**config.mk**
```make
export PLATFORM = sky130hd
export DESIGN_NAME = mpf_flow_ctrl
export DESIGN_NICKNAME = d
export VERILOG_FILES = /design/src/hdl/mpf_pkg.sv /design/src/hdl/mpf_flow_ctrl.sv
export VERILOG_INCLUDE_DIRS = /design/src /design/src/hdl
export SDC_FILE = /design/constraint.sdc
export NUM_CORES = 1
export LEC_CHECK = 0
export BUFFER_PORTS_ARGS = -buffer_cell sky130_fd_sc_hd__buf_4
export CORE_UTILIZATION = 40
export CTS_CLUSTER_DIAMETER = 100
export DETAILED_ROUTE_END_ITERATION = 8
export GPL_ROUTABILITY_DRIVEN = 0
export HOLD_SLACK_MARGIN = 0.05
export PLACE_DENSITY = 0.7
export RECOVER_POWER = 50
export SLEW_MARGIN = 20
export SYNTH_ARGS = -nofsm -noshare
export SYNTH_HDL_FRONTEND = slang
export SYNTH_SLANG_ARGS = --single-unit
```
**constraint.sdc**
```tcl
create_clock -name clk -period 2.54 [get_ports clk]
set_input_delay 0.127 -clock clk [delete_from_list [all_inputs] [get_ports clk]]
set_output_delay 0.127 -clock clk [all_outputs]
set_load 0.02 [all_outputs]
```
**src/hdl/mpf_map.svh**
```systemverilog
// register offsets, field positions, reset values and timing counts
// for the pause flow-control block; included by the package users.
`ifndef MPF_MAP_SVH
`define MPF_MAP_SVH
// ----------------------------------------------------------------
// register byte offsets
// ----------------------------------------------------------------
`define MPF_MGMT_CTRL_OFS  12'h414
`define MPF_PHY_DATA_OFS   12'h418
`define MPF_PAUSE_CTRL_OFS 12'h41C
`define MPF_IRQ_STS_OFS    12'h440
`define MPF_IRQ_MSK_OFS    12'h444
`define MPF_MAC_CFG_OFS    12'h448
// ----------------------------------------------------------------
// field positions and reset value
// ----------------------------------------------------------------
`define MPF_PAUSE_DURATION_LSB      16
`define MPF_PCF_BIT        2
`define MPF_FCE_BIT        1
`define MPF_FCB_BIT        0
`define MPF_PADDR_LSB      11
`define MPF_RIDX_LSB       6
`define MPF_PRE_BIT        2
`define MPF_DIR_BIT        1
`define MPF_BUSY_BIT       0
`define MPF_DUPLEX_BIT     0
`define MPF_IRQ_MGMT       0
`define MPF_IRQ_PTX        1
`define MPF_IRQ_PRX        2
`define MPF_IRQ_CRX        3
`define MPF_REG_RESET      32'h0000_0000
// ----------------------------------------------------------------
// timing
// ----------------------------------------------------------------
`define MPF_CLK_NS         20
`define MPF_QUANTUM_NS     5120
`define MPF_QUANTUM_CYC    (`MPF_QUANTUM_NS / `MPF_CLK_NS)
`define MPF_MDC_HALF_CYC   10
`endif

```
**src/hdl/mpf_pkg.sv**
```systemverilog
// types shared by the pause flow-control block
// assumes mpf_map.svh sits beside it
package mpf_pkg;
  typedef enum logic [1:0] {
    MPF_MD_IDLE  = 2'b00,
    MPF_MD_START = 2'b01,
    MPF_MD_SHIFT = 2'b10
  } mpf_mdio_st_t;

  // whole state of the block
  typedef struct packed {
    mpf_mdio_st_t st;
    logic [6:0]   idx;
    logic [7:0]   div;
    logic         mdc;
    logic         mdo;
    logic         mdoe;
    logic         s1;
    logic         s2;
    logic [4:0]   phy_addr;
    logic [4:0]   phy_reg_index;
    logic         pre_skip;
    logic         dir;
    logic [15:0]  phy_data_holding;
    logic [15:0]  shin;
    logic [15:0]  pause_duration;
    logic         pass_control_frames;
    logic         flow_ctrl_enable;
    logic         pause_tx_busy;
    logic         full_duplex;
    logic [15:0]  pause_left;
    logic [8:0]   qtimer;
    logic         tx_hold;
    logic         cf;
    logic         pf;
    logic         rx_stb;
    logic [3:0]   sts;
    logic [3:0]   msk;
    logic         irq;
    logic         pready;
    logic         pslverr;
    logic [31:0]  prdata;
  } mpf_state_t;
endpackage : mpf_pkg

```
**src/hdl/mpf_flow_ctrl.sv**
```systemverilog
// pause flow control, PHY management data and MDIO engine of the MAC
// assumes an APB master on clk and a MAC tx/rx path on the same clock;
// mdio_i arrives from a pin and is synchronised here.
//
// Behaviour
// - data holding low half: PHY read/write data
// - data holding upper half reads zero
// - pause duration goes into sent PAUSE frames
// - pass clear: flag control, clear pass flag
// - pass set: both flags set, frame delivered
// - enabled pause halts new frames, current finishes
// - disabled: no halt, control flag still set
// - pause acts only in full duplex
// - software sets busy, MAC clears when sent
// - management busy set starts, cleared on completion
// - direction zero reads, one writes
//
// Implementation choice: the APB interface to the registers.
`include "mpf_map.svh"

module mpf_flow_ctrl (
  input  wire logic        clk,
  input  wire logic        sys_rst,
  input  wire logic        psel,
  input  wire logic        penable,
  input  wire logic        pwrite,
  input  wire logic [11:0] paddr,
  input  wire logic [31:0] pwdata,
  output logic      [31:0] prdata,
  output logic             pready,
  output logic             pslverr,
  output logic             mdc,
  output logic             mdio_o,
  output logic             mdio_oe,
  input  wire logic        mdio_i,
  output logic             pause_tx_req,
  output logic      [15:0] pause_tx_quanta,
  input  wire logic        pause_tx_done,
  input  wire logic        tx_in_frame,
  output logic             tx_hold,
  input  wire logic        rx_ctrl_valid,
  input  wire logic        rx_ctrl_is_pause,
  input  wire logic [15:0] rx_pause_quanta,
  output logic             control_frame_flag,
  output logic             pass_frame_flag,
  output logic             rx_status_strobe,
  output logic             irq
);
  import mpf_pkg::*;

  // ----------------------------------------------------------------
  // address decode
  // ----------------------------------------------------------------
  localparam logic [2:0] SEL_NONE  = 3'h0;
  localparam logic [2:0] SEL_MGMT  = 3'h1;
  localparam logic [2:0] SEL_DATA  = 3'h2;
  localparam logic [2:0] SEL_PAUSE = 3'h3;
  localparam logic [2:0] SEL_STS   = 3'h4;
  localparam logic [2:0] SEL_MSK   = 3'h5;
  localparam logic [2:0] SEL_CFG   = 3'h6;

  // maps a byte address to a register select, none if unmapped
  function automatic logic [2:0] reg_sel(input logic [11:0] a);
    case (a)
      `MPF_MGMT_CTRL_OFS:  reg_sel = SEL_MGMT;
      `MPF_PHY_DATA_OFS:   reg_sel = SEL_DATA;
      `MPF_PAUSE_CTRL_OFS: reg_sel = SEL_PAUSE;
      `MPF_IRQ_STS_OFS:    reg_sel = SEL_STS;
      `MPF_IRQ_MSK_OFS:    reg_sel = SEL_MSK;
      `MPF_MAC_CFG_OFS:    reg_sel = SEL_CFG;
      default:             reg_sel = SEL_NONE;
    endcase
  endfunction : reg_sel

  localparam logic [8:0] QUANTUM_LAST = 9'(`MPF_QUANTUM_CYC - 1);
  localparam logic [7:0] MDC_LAST     = 8'(`MPF_MDC_HALF_CYC - 1);

  mpf_state_t r_reg;
  mpf_state_t r_next;

  logic [2:0]  wsel;
  logic [2:0]  rsel;
  logic        wr_en;
  logic [63:0] frm;
  logic [31:0] rd_word;

  assign wsel  = reg_sel(paddr);
  assign rsel  = wsel;
  assign wr_en = psel && penable && pwrite && r_reg.pready;

  // management frame: preamble, start, op, addresses, turnaround, data
  assign frm = {32'hFFFF_FFFF, 2'b01,
                r_reg.dir ? 2'b01 : 2'b10,
                r_reg.phy_addr, r_reg.phy_reg_index,
                r_reg.dir ? 2'b10 : 2'b00,
                r_reg.phy_data_holding};

  // ----------------------------------------------------------------
  // read mux
  // ----------------------------------------------------------------
  always_comb begin
    rd_word = `MPF_REG_RESET;
    case (rsel)
      SEL_MGMT: begin
        rd_word[`MPF_PADDR_LSB +: 5] = r_reg.phy_addr;
        rd_word[`MPF_RIDX_LSB +: 5]  = r_reg.phy_reg_index;
        rd_word[`MPF_PRE_BIT]        = r_reg.pre_skip;
        rd_word[`MPF_DIR_BIT]        = r_reg.dir;
        rd_word[`MPF_BUSY_BIT]       = r_reg.st != MPF_MD_IDLE;
      end
      SEL_DATA: begin
        rd_word[15:0] = r_reg.phy_data_holding; // upper half zero
      end
      SEL_PAUSE: begin
        rd_word[`MPF_PAUSE_DURATION_LSB +: 16] = r_reg.pause_duration;
        rd_word[`MPF_PCF_BIT] = r_reg.pass_control_frames;
        rd_word[`MPF_FCE_BIT] = r_reg.flow_ctrl_enable;
        rd_word[`MPF_FCB_BIT] = r_reg.pause_tx_busy;
      end
      SEL_STS:  rd_word[3:0] = r_reg.sts;
      SEL_MSK:  rd_word[3:0] = r_reg.msk;
      SEL_CFG:  rd_word[`MPF_DUPLEX_BIT] = r_reg.full_duplex;
      default:  rd_word = `MPF_REG_RESET;
    endcase
  end

  // ----------------------------------------------------------------
  // next state
  // ----------------------------------------------------------------
  always_comb begin
    logic [3:0] ev;
    logic [3:0] w1c;
    ev     = 4'h0;
    w1c    = 4'h0;
    r_next = r_reg;

    // pin synchroniser, only s2 is read
    r_next.s1 = mdio_i;
    r_next.s2 = r_reg.s1;

    // apb answer: one wait state, then pready for one cycle
    r_next.pready  = 1'b0;
    r_next.pslverr = 1'b0;
    r_next.prdata  = 32'h0000_0000;
    if (psel && penable && !r_reg.pready) begin
      r_next.pready  = 1'b1;
      r_next.pslverr = wsel == SEL_NONE;
      r_next.prdata  = pwrite ? 32'h0000_0000 : rd_word;
    end

    // register writes take effect on the pready edge
    if (wr_en) begin
      case (wsel)
        SEL_MGMT: begin
          if (r_reg.st == MPF_MD_IDLE) begin // fields held while busy
            r_next.phy_addr      = pwdata[`MPF_PADDR_LSB +: 5];
            r_next.phy_reg_index = pwdata[`MPF_RIDX_LSB +: 5];
            r_next.pre_skip      = pwdata[`MPF_PRE_BIT];
            r_next.dir           = pwdata[`MPF_DIR_BIT];
            if (pwdata[`MPF_BUSY_BIT]) begin
              r_next.st = MPF_MD_START;
            end
          end
        end
        SEL_DATA: begin
          r_next.phy_data_holding = pwdata[15:0];
        end
        SEL_PAUSE: begin
          r_next.pause_duration      = pwdata[`MPF_PAUSE_DURATION_LSB +: 16];
          r_next.pass_control_frames = pwdata[`MPF_PCF_BIT];
          r_next.flow_ctrl_enable    = pwdata[`MPF_FCE_BIT];
        end
        SEL_STS:  w1c = pwdata[3:0];
        SEL_MSK:  r_next.msk = pwdata[3:0];
        SEL_CFG:  r_next.full_duplex = pwdata[`MPF_DUPLEX_BIT];
        default:  ;
      endcase
    end

    // mdio engine: drive on mdc fall, sample on mdc rise
    case (r_reg.st)
      MPF_MD_IDLE: begin
        r_next.mdc  = 1'b0;
        r_next.mdoe = 1'b0;
      end
      MPF_MD_START: begin
        r_next.idx  = r_reg.pre_skip ? 7'd32 : 7'd0;
        r_next.div  = 8'h00;
        r_next.mdc  = 1'b0;
        r_next.mdoe = 1'b1;
        r_next.mdo  = frm[~r_next.idx[5:0]];
        r_next.st   = MPF_MD_SHIFT;
      end
      MPF_MD_SHIFT: begin
        if (r_reg.div == MDC_LAST) begin
          r_next.div = 8'h00;
          r_next.mdc = ~r_reg.mdc;
          if (!r_reg.mdc) begin
            // rising edge: read data bits are sampled
            if (!r_reg.dir && r_reg.idx >= 7'd48) begin
              r_next.shin = {r_reg.shin[14:0], r_reg.s2};
            end
            r_next.idx = r_reg.idx + 7'd1;
          end else if (r_reg.idx == 7'd64) begin
            // falling edge after the last bit ends the access
            r_next.st   = MPF_MD_IDLE;
            r_next.mdoe = 1'b0;
            r_next.mdc  = 1'b0;
            ev[`MPF_IRQ_MGMT] = 1'b1;
            if (!r_reg.dir) begin
              r_next.phy_data_holding = r_reg.shin;
            end
          end else begin
            r_next.mdo  = frm[~r_reg.idx[5:0]];
            r_next.mdoe = r_reg.dir || r_reg.idx < 7'd46;
          end
        end else begin
          r_next.div = r_reg.div + 8'h01;
        end
      end
      default: begin
        r_next.st   = MPF_MD_IDLE;
        r_next.mdoe = 1'b0;
      end
    endcase

    // pause transmit request: software set wins over completion
    if (r_reg.pause_tx_busy && pause_tx_done) begin
      r_next.pause_tx_busy = 1'b0;
      ev[`MPF_IRQ_PTX]     = 1'b1;
    end
    if (wr_en && wsel == SEL_PAUSE && pwdata[`MPF_FCB_BIT]) begin
      r_next.pause_tx_busy = 1'b1;
    end

    // pause countdown in quanta, frozen while a frame is on the wire
    if (!r_reg.full_duplex) begin
      r_next.pause_left = 16'h0000;
      r_next.qtimer     = 9'h000;
    end else if (r_reg.pause_left != 16'h0000 && !tx_in_frame) begin
      if (r_reg.qtimer == QUANTUM_LAST) begin
        r_next.qtimer     = 9'h000;
        r_next.pause_left = r_reg.pause_left - 16'h0001;
      end else begin
        r_next.qtimer = r_reg.qtimer + 9'h001;
      end
    end

    // received control frame decode
    r_next.rx_stb = 1'b0;
    if (rx_ctrl_valid) begin
      r_next.rx_stb = 1'b1;
      r_next.cf     = 1'b1;
      r_next.pf     = r_reg.pass_control_frames;
      ev[`MPF_IRQ_CRX] = 1'b1;
      if (rx_ctrl_is_pause && r_reg.flow_ctrl_enable &&
          r_reg.full_duplex) begin
        r_next.pause_left = rx_pause_quanta;
        r_next.qtimer     = 9'h000;
        ev[`MPF_IRQ_PRX]  = 1'b1;
      end
    end
    r_next.tx_hold = r_next.pause_left != 16'h0000;

    // sticky status, set wins over write-one-to-clear
    r_next.sts = (r_reg.sts & ~w1c) | ev;
    r_next.irq = |(r_next.sts & r_next.msk);
  end

  // ----------------------------------------------------------------
  // state register
  // ----------------------------------------------------------------
  always_ff @(posedge clk) begin
    if (sys_rst) begin
      r_reg <= '0;
    end else begin
      r_reg <= r_next;
    end
  end

  // outputs straight from the state register
  assign prdata             = r_reg.prdata;
  assign pready             = r_reg.pready;
  assign pslverr            = r_reg.pslverr;
  assign mdc                = r_reg.mdc;
  assign mdio_o             = r_reg.mdo;
  assign mdio_oe            = r_reg.mdoe;
  assign pause_tx_req       = r_reg.pause_tx_busy;
  assign pause_tx_quanta    = r_reg.pause_duration;
  assign tx_hold            = r_reg.tx_hold;
  assign control_frame_flag = r_reg.cf;
  assign pass_frame_flag    = r_reg.pf;
  assign rx_status_strobe   = r_reg.rx_stb;
  assign irq                = r_reg.irq;
endmodule : mpf_flow_ctrl

```
==> summary.txt <==
Synthesis
  – Top-count cell post-synth: sky130_fd_sc_hd__dfxtp_1
  – Synth top cells by count: sky130_fd_sc_hd__dfxtp_1, sky130_fd_sc_hd__nor2_1, sky130_fd_sc_hd__nand2_1, sky130_fd_sc_hd__mux2i_1, sky130_fd_sc_hd__buf_4
  – Count of warnings emitted by yosys: 0
  – Top post-synthesis cells by area: sky130_fd_sc_hd__dfxtp_1, sky130_fd_sc_hd__mux2i_1, sky130_fd_sc_hd__nor2_1
  – Register bit count reported by yosys: 158
  – Post-synth top flop: sky130_fd_sc_hd__dfxtp_1
  – Mapped Cells: 804
  – Async set-or-reset flop fraction in the synthesized netlist: 0%
  – Largest area contributor in the synthesized netlist: sky130_fd_sc_hd__dfxtp_1
  – Sequential fraction of the synthesis area: 43.57%
  – Synth Net Count: 886
  – Synth Area per Inst: 9.029 µm²
  – Mapped cell area: 7259 µm²
  – Top cell type's share of synthesized area: 43.57%
  – Number of library cell types mapped by synthesis: 66
  – Number of flops mapped to enable cells by yosys: 0

CTS
  – Total clock buffers created by CTS: 17
  – TritonCTS clock tree: built
  – Clk slew on worst S/H paths: 60 ps
  – Clock Root Buffer: sky130_fd_sc_hd__clkbuf_16
  – Max H-tree Level: 4
  – Clock Sink Count: 158
  – Insertion delay of the later-clocked pin in the worst-skew pair: 430 ps
  – Clock tree buffer depth: 2

Worst hold path
  – Min-delay src: pwdata[5]
  – Worst Hold Path Cells: 3
  – Min-Delay Endpoint: frm[5]$_SDFF_PP0_
  – Class of the tightest hold or removal check: primary input to register

Placed design
  – Half-perimeter wire length after detailed placement: 12.96 mm
  – Count of input and output buffers: 128
  – Worst Setup Slack post-DPL: -238.5 ps

Routing
  – DRC: 0
  – Post-Route WL: 18.56 mm
  – Number of iterations in the first detailed-routing pass: 5
  – DR vias: 6331
  – Detail-routed net length per standard cell: 15.35 µm
  – Number of violations reported at the end of detailed-routing iteration 0: 425
  – Number of vias per cell after detailed routing: 5.237
  – Count of nets left with antenna violations after detail routing: 0

Setup path
  – Endpoint type of the worst setup path: register
  – Category of the worst setup path launch point: register
  – R2R Path End: tx_hold$_SDFF_PP0_
  – Crit-path max FO: 3
  – Worst reg-to-reg setup slack: -170 ps
  – Kind of critical path: register to register
  – Cell depth of the worst flop-to-flop path: 11
  – Required time at the endpoint of the critical path: 2850 ps
  – Worst reg2reg startpoint: r_reg[57]$_SDFF_PP0_
  – Data arrival time of the critical path: 3020 ps

Timing
  – Final period utilization: 106.7%
  – Measured slew at the worst slew-check pin: 1590 ps
  – Clk_skew: 7.809 ps
  – Setup-failing EPs final: 1
  – Unrepaired setup endpoints after global routing: yes
  – Max-slew headroom: -5.999%
  – Setup ws final: -170.0 ps
  – Number of endpoints with negative hold slack in the final report: 0
  – Fmax: 369.0 MHz
  – Minimum period implied by the final worst setup slack: 2710 ps
  – Final slew viol count: 75

Run status
  – Violations in the final reports: capacitance limit, slew limit, setup timing
  – Run status: finished with violations

Pwr
  – Share of total power in combinational logic: 4.3%
  – Share of power burned in the clock network: 48.3%
  – Net Sw Power: 1147 µW
  – Worst supply voltage drop on vdd: 0.4969 mV
  – Cell internal power dissipation: 4091 µW
  – Leakage component of the power: 0.003673 µW
  – Areal power density over the cells: 561.5 nW/µm²
  – Net switching share of the total power: 21.90%
  – Sequential group share of total power: 47.5%

GRT
  – Vias in the first global route: 5919
  – Antenna violations before repair: 0
  – Overall track demand over capacity in global routing: 20.29%
  – Largest net degree at the start of global routing: 75
  – Wire length of the first global-routing pass: 29.40 mm
  – Overflow after GRT: 0

Floorplan
  – Chip Height: 136.7 µm
  – Initial core utilization: 41.40%
  – Area inside the core boundary: 17540 µm²
  – Die boundary width: 136.7 µm
  – Number of top-level pins: 129
  – Die ar.: 18690 µm²
  – Std cell rows: 48

Finish
  – Number of fill cells in the layout: 1627
  – Antenna diode count: 0
  – Layout Area Growth over Synthesis: 28.51%
  – Largest register FFs: 72
  – Post-route core utilization: 53.20%
  – Fraction of final layout cells with drive strength greater than 1: 19.51%
  – Final net count: 1053

Job
  – Maximum capacitance violations: 1
[routing by layer]
| layer | vias up | global-route usage, % | wire length [µm] |
|---|---|---|---|
| li1 | 3124 | - | - |
| met3 | 37 | 4.815 | 1219 |
| met2 | 214 | 33.14 | 8604 |
| met5 | - | 0 | 0 |
| met4 | 0 | 8.519 | 374 |
| met1 | 2956 | 25.50 | 8359 |
[cell type report]
cell class                      instances  area, µm²  share of cell area, %
Multi-Input combinational cell        546       3590                  38.48
Inverter                               12      45.04                 0.4828
Sequential cell                       158       3164                  33.92
Tap cell                              225      281.5                  3.018
Clock buffer                           20      446.7                  4.788
Timing Repair Buffer                  236       1664                  17.84
Clock inverter                         12      137.6                  1.475
[through the flow]
stage | area, µm² | setup TNS, ps | power (µW) | hold WS (ps) | cells
final | 9329 | -170.0 | 5238 | 65.25 | 1209
after global routing | 9329 | -382.3 | 5419 | 63.31 | 1209
after CTS | 9544 | -92.65 | 5289 | 54.91 | 1207
after detailed placement | 8454 | -238.5 | 2709 | 347.8 | 1126
after global placement | 8454 | -152.2 | 2709 | 348.8 | 1126
after floorplan | 7274 | -73.91 | 2589 | 222.6 | 804
[placed cells by master, fill, tap and decap left out, types with 5 or more instances in the layout]
cell type                         n
sky130_fd_sc_hd__a211oi_1        16
sky130_fd_sc_hd__mux4_2           8
sky130_fd_sc_hd__a22o_1          10
sky130_fd_sc_hd__dfxtp_1        157
sky130_fd_sc_hd__nand4_1         19
sky130_fd_sc_hd__a31oi_1          7
sky130_fd_sc_hd__nand2b_1         8
sky130_fd_sc_hd__xor2_1          17
sky130_fd_sc_hd__nor4_1           9
sky130_fd_sc_hd__o21ai_1          5
sky130_fd_sc_hd__a21oi_1         37
sky130_fd_sc_hd__mux2i_1         59
sky130_fd_sc_hd__clkbuf_16       17
sky130_fd_sc_hd__and2_1          22
sky130_fd_sc_hd__a22oi_1          6
sky130_fd_sc_hd__xnor2_1          6
sky130_fd_sc_hd__clkbuf_1        65
sky130_fd_sc_hd__buf_4          118
sky130_fd_sc_hd__nor2b_1          9
sky130_fd_sc_hd__o21ai_0         13
sky130_fd_sc_hd__ha_1            11
sky130_fd_sc_hd__nand2_1         73
sky130_fd_sc_hd__nor2_1         103
sky130_fd_sc_hd__inv_1           10
sky130_fd_sc_hd__and3_1           7
sky130_fd_sc_hd__nand3_1         13
sky130_fd_sc_hd__dlygate4sd3_1   48
sky130_fd_sc_hd__nor3_1          22
[worst max-delay path by stage]
stage	startpoint	to	slack (ps)	cells past startpoint
after floorplan	r_reg[57]$_SDFF_PP0_	tx_hold$_SDFF_PP0_	-70	10
final	r_reg[57]$_SDFF_PP0_	tx_hold$_SDFF_PP0_	-170	11
after detailed placement	r_reg[57]$_SDFF_PP0_	tx_hold$_SDFF_PP0_	-240	10
after global routing	r_reg[57]$_SDFF_PP0_	tx_hold$_SDFF_PP0_	-380	11
after CTS	r_reg[57]$_SDFF_PP0_	tx_hold$_SDFF_PP0_	-90	9
after global placement	r_reg[57]$_SDFF_PP0_	tx_hold$_SDFF_PP0_	-150	9
[power by group through the flow]
stage	clock network, µW	registers (µW)	logic, µW
after global placement	0	2540	167
after global routing	2690	2480	240
after CTS	2580	2490	227
after detailed placement	0	2540	167
final	2530	2490	224
after floorplan	0	2540	44.5
[cell families (layout without fill, tap and decap cells)]
group                    Yosys count  count (layout)  share of synthesized area (%)
AO/OA/AOI/OAI                    123             123                          11.22
XOR/XNOR                          25              25                          3.016
adder cells (fa/ha/maj)           12              12                          2.068
buffers and inverters            100             280                          7.842
flip-flops                       158             158                          43.57
multiplexers                      68              68                          10.77
AND/OR/NAND/NOR                  318             318                          21.51
[repair_timing]
action	in CTS	in global routing
pin swaps	1	2
gates resized for setup	4	11
buffers inserted	1	2
hold buffers	48	0
setup endpoints to repair	1	2
endpoints found under the hold margin	56	0
[worst max-delay path, stage by stage, from the launching register on]
cell,delay (ps)
sky130_fd_sc_hd__dfxtp_1,350
sky130_fd_sc_hd__inv_2,50
sky130_fd_sc_hd__buf_4,120
sky130_fd_sc_hd__ha_1,180
sky130_fd_sc_hd__nor4b_4,140
sky130_fd_sc_hd__buf_4,150
sky130_fd_sc_hd__nor4_1,330
sky130_fd_sc_hd__a31oi_1,140
sky130_fd_sc_hd__o21ai_1,210
sky130_fd_sc_hd__nand4_1,120
sky130_fd_sc_hd__or4_1,490
sky130_fd_sc_hd__o41a_1,310
Power figures use the tool's default switching activity.
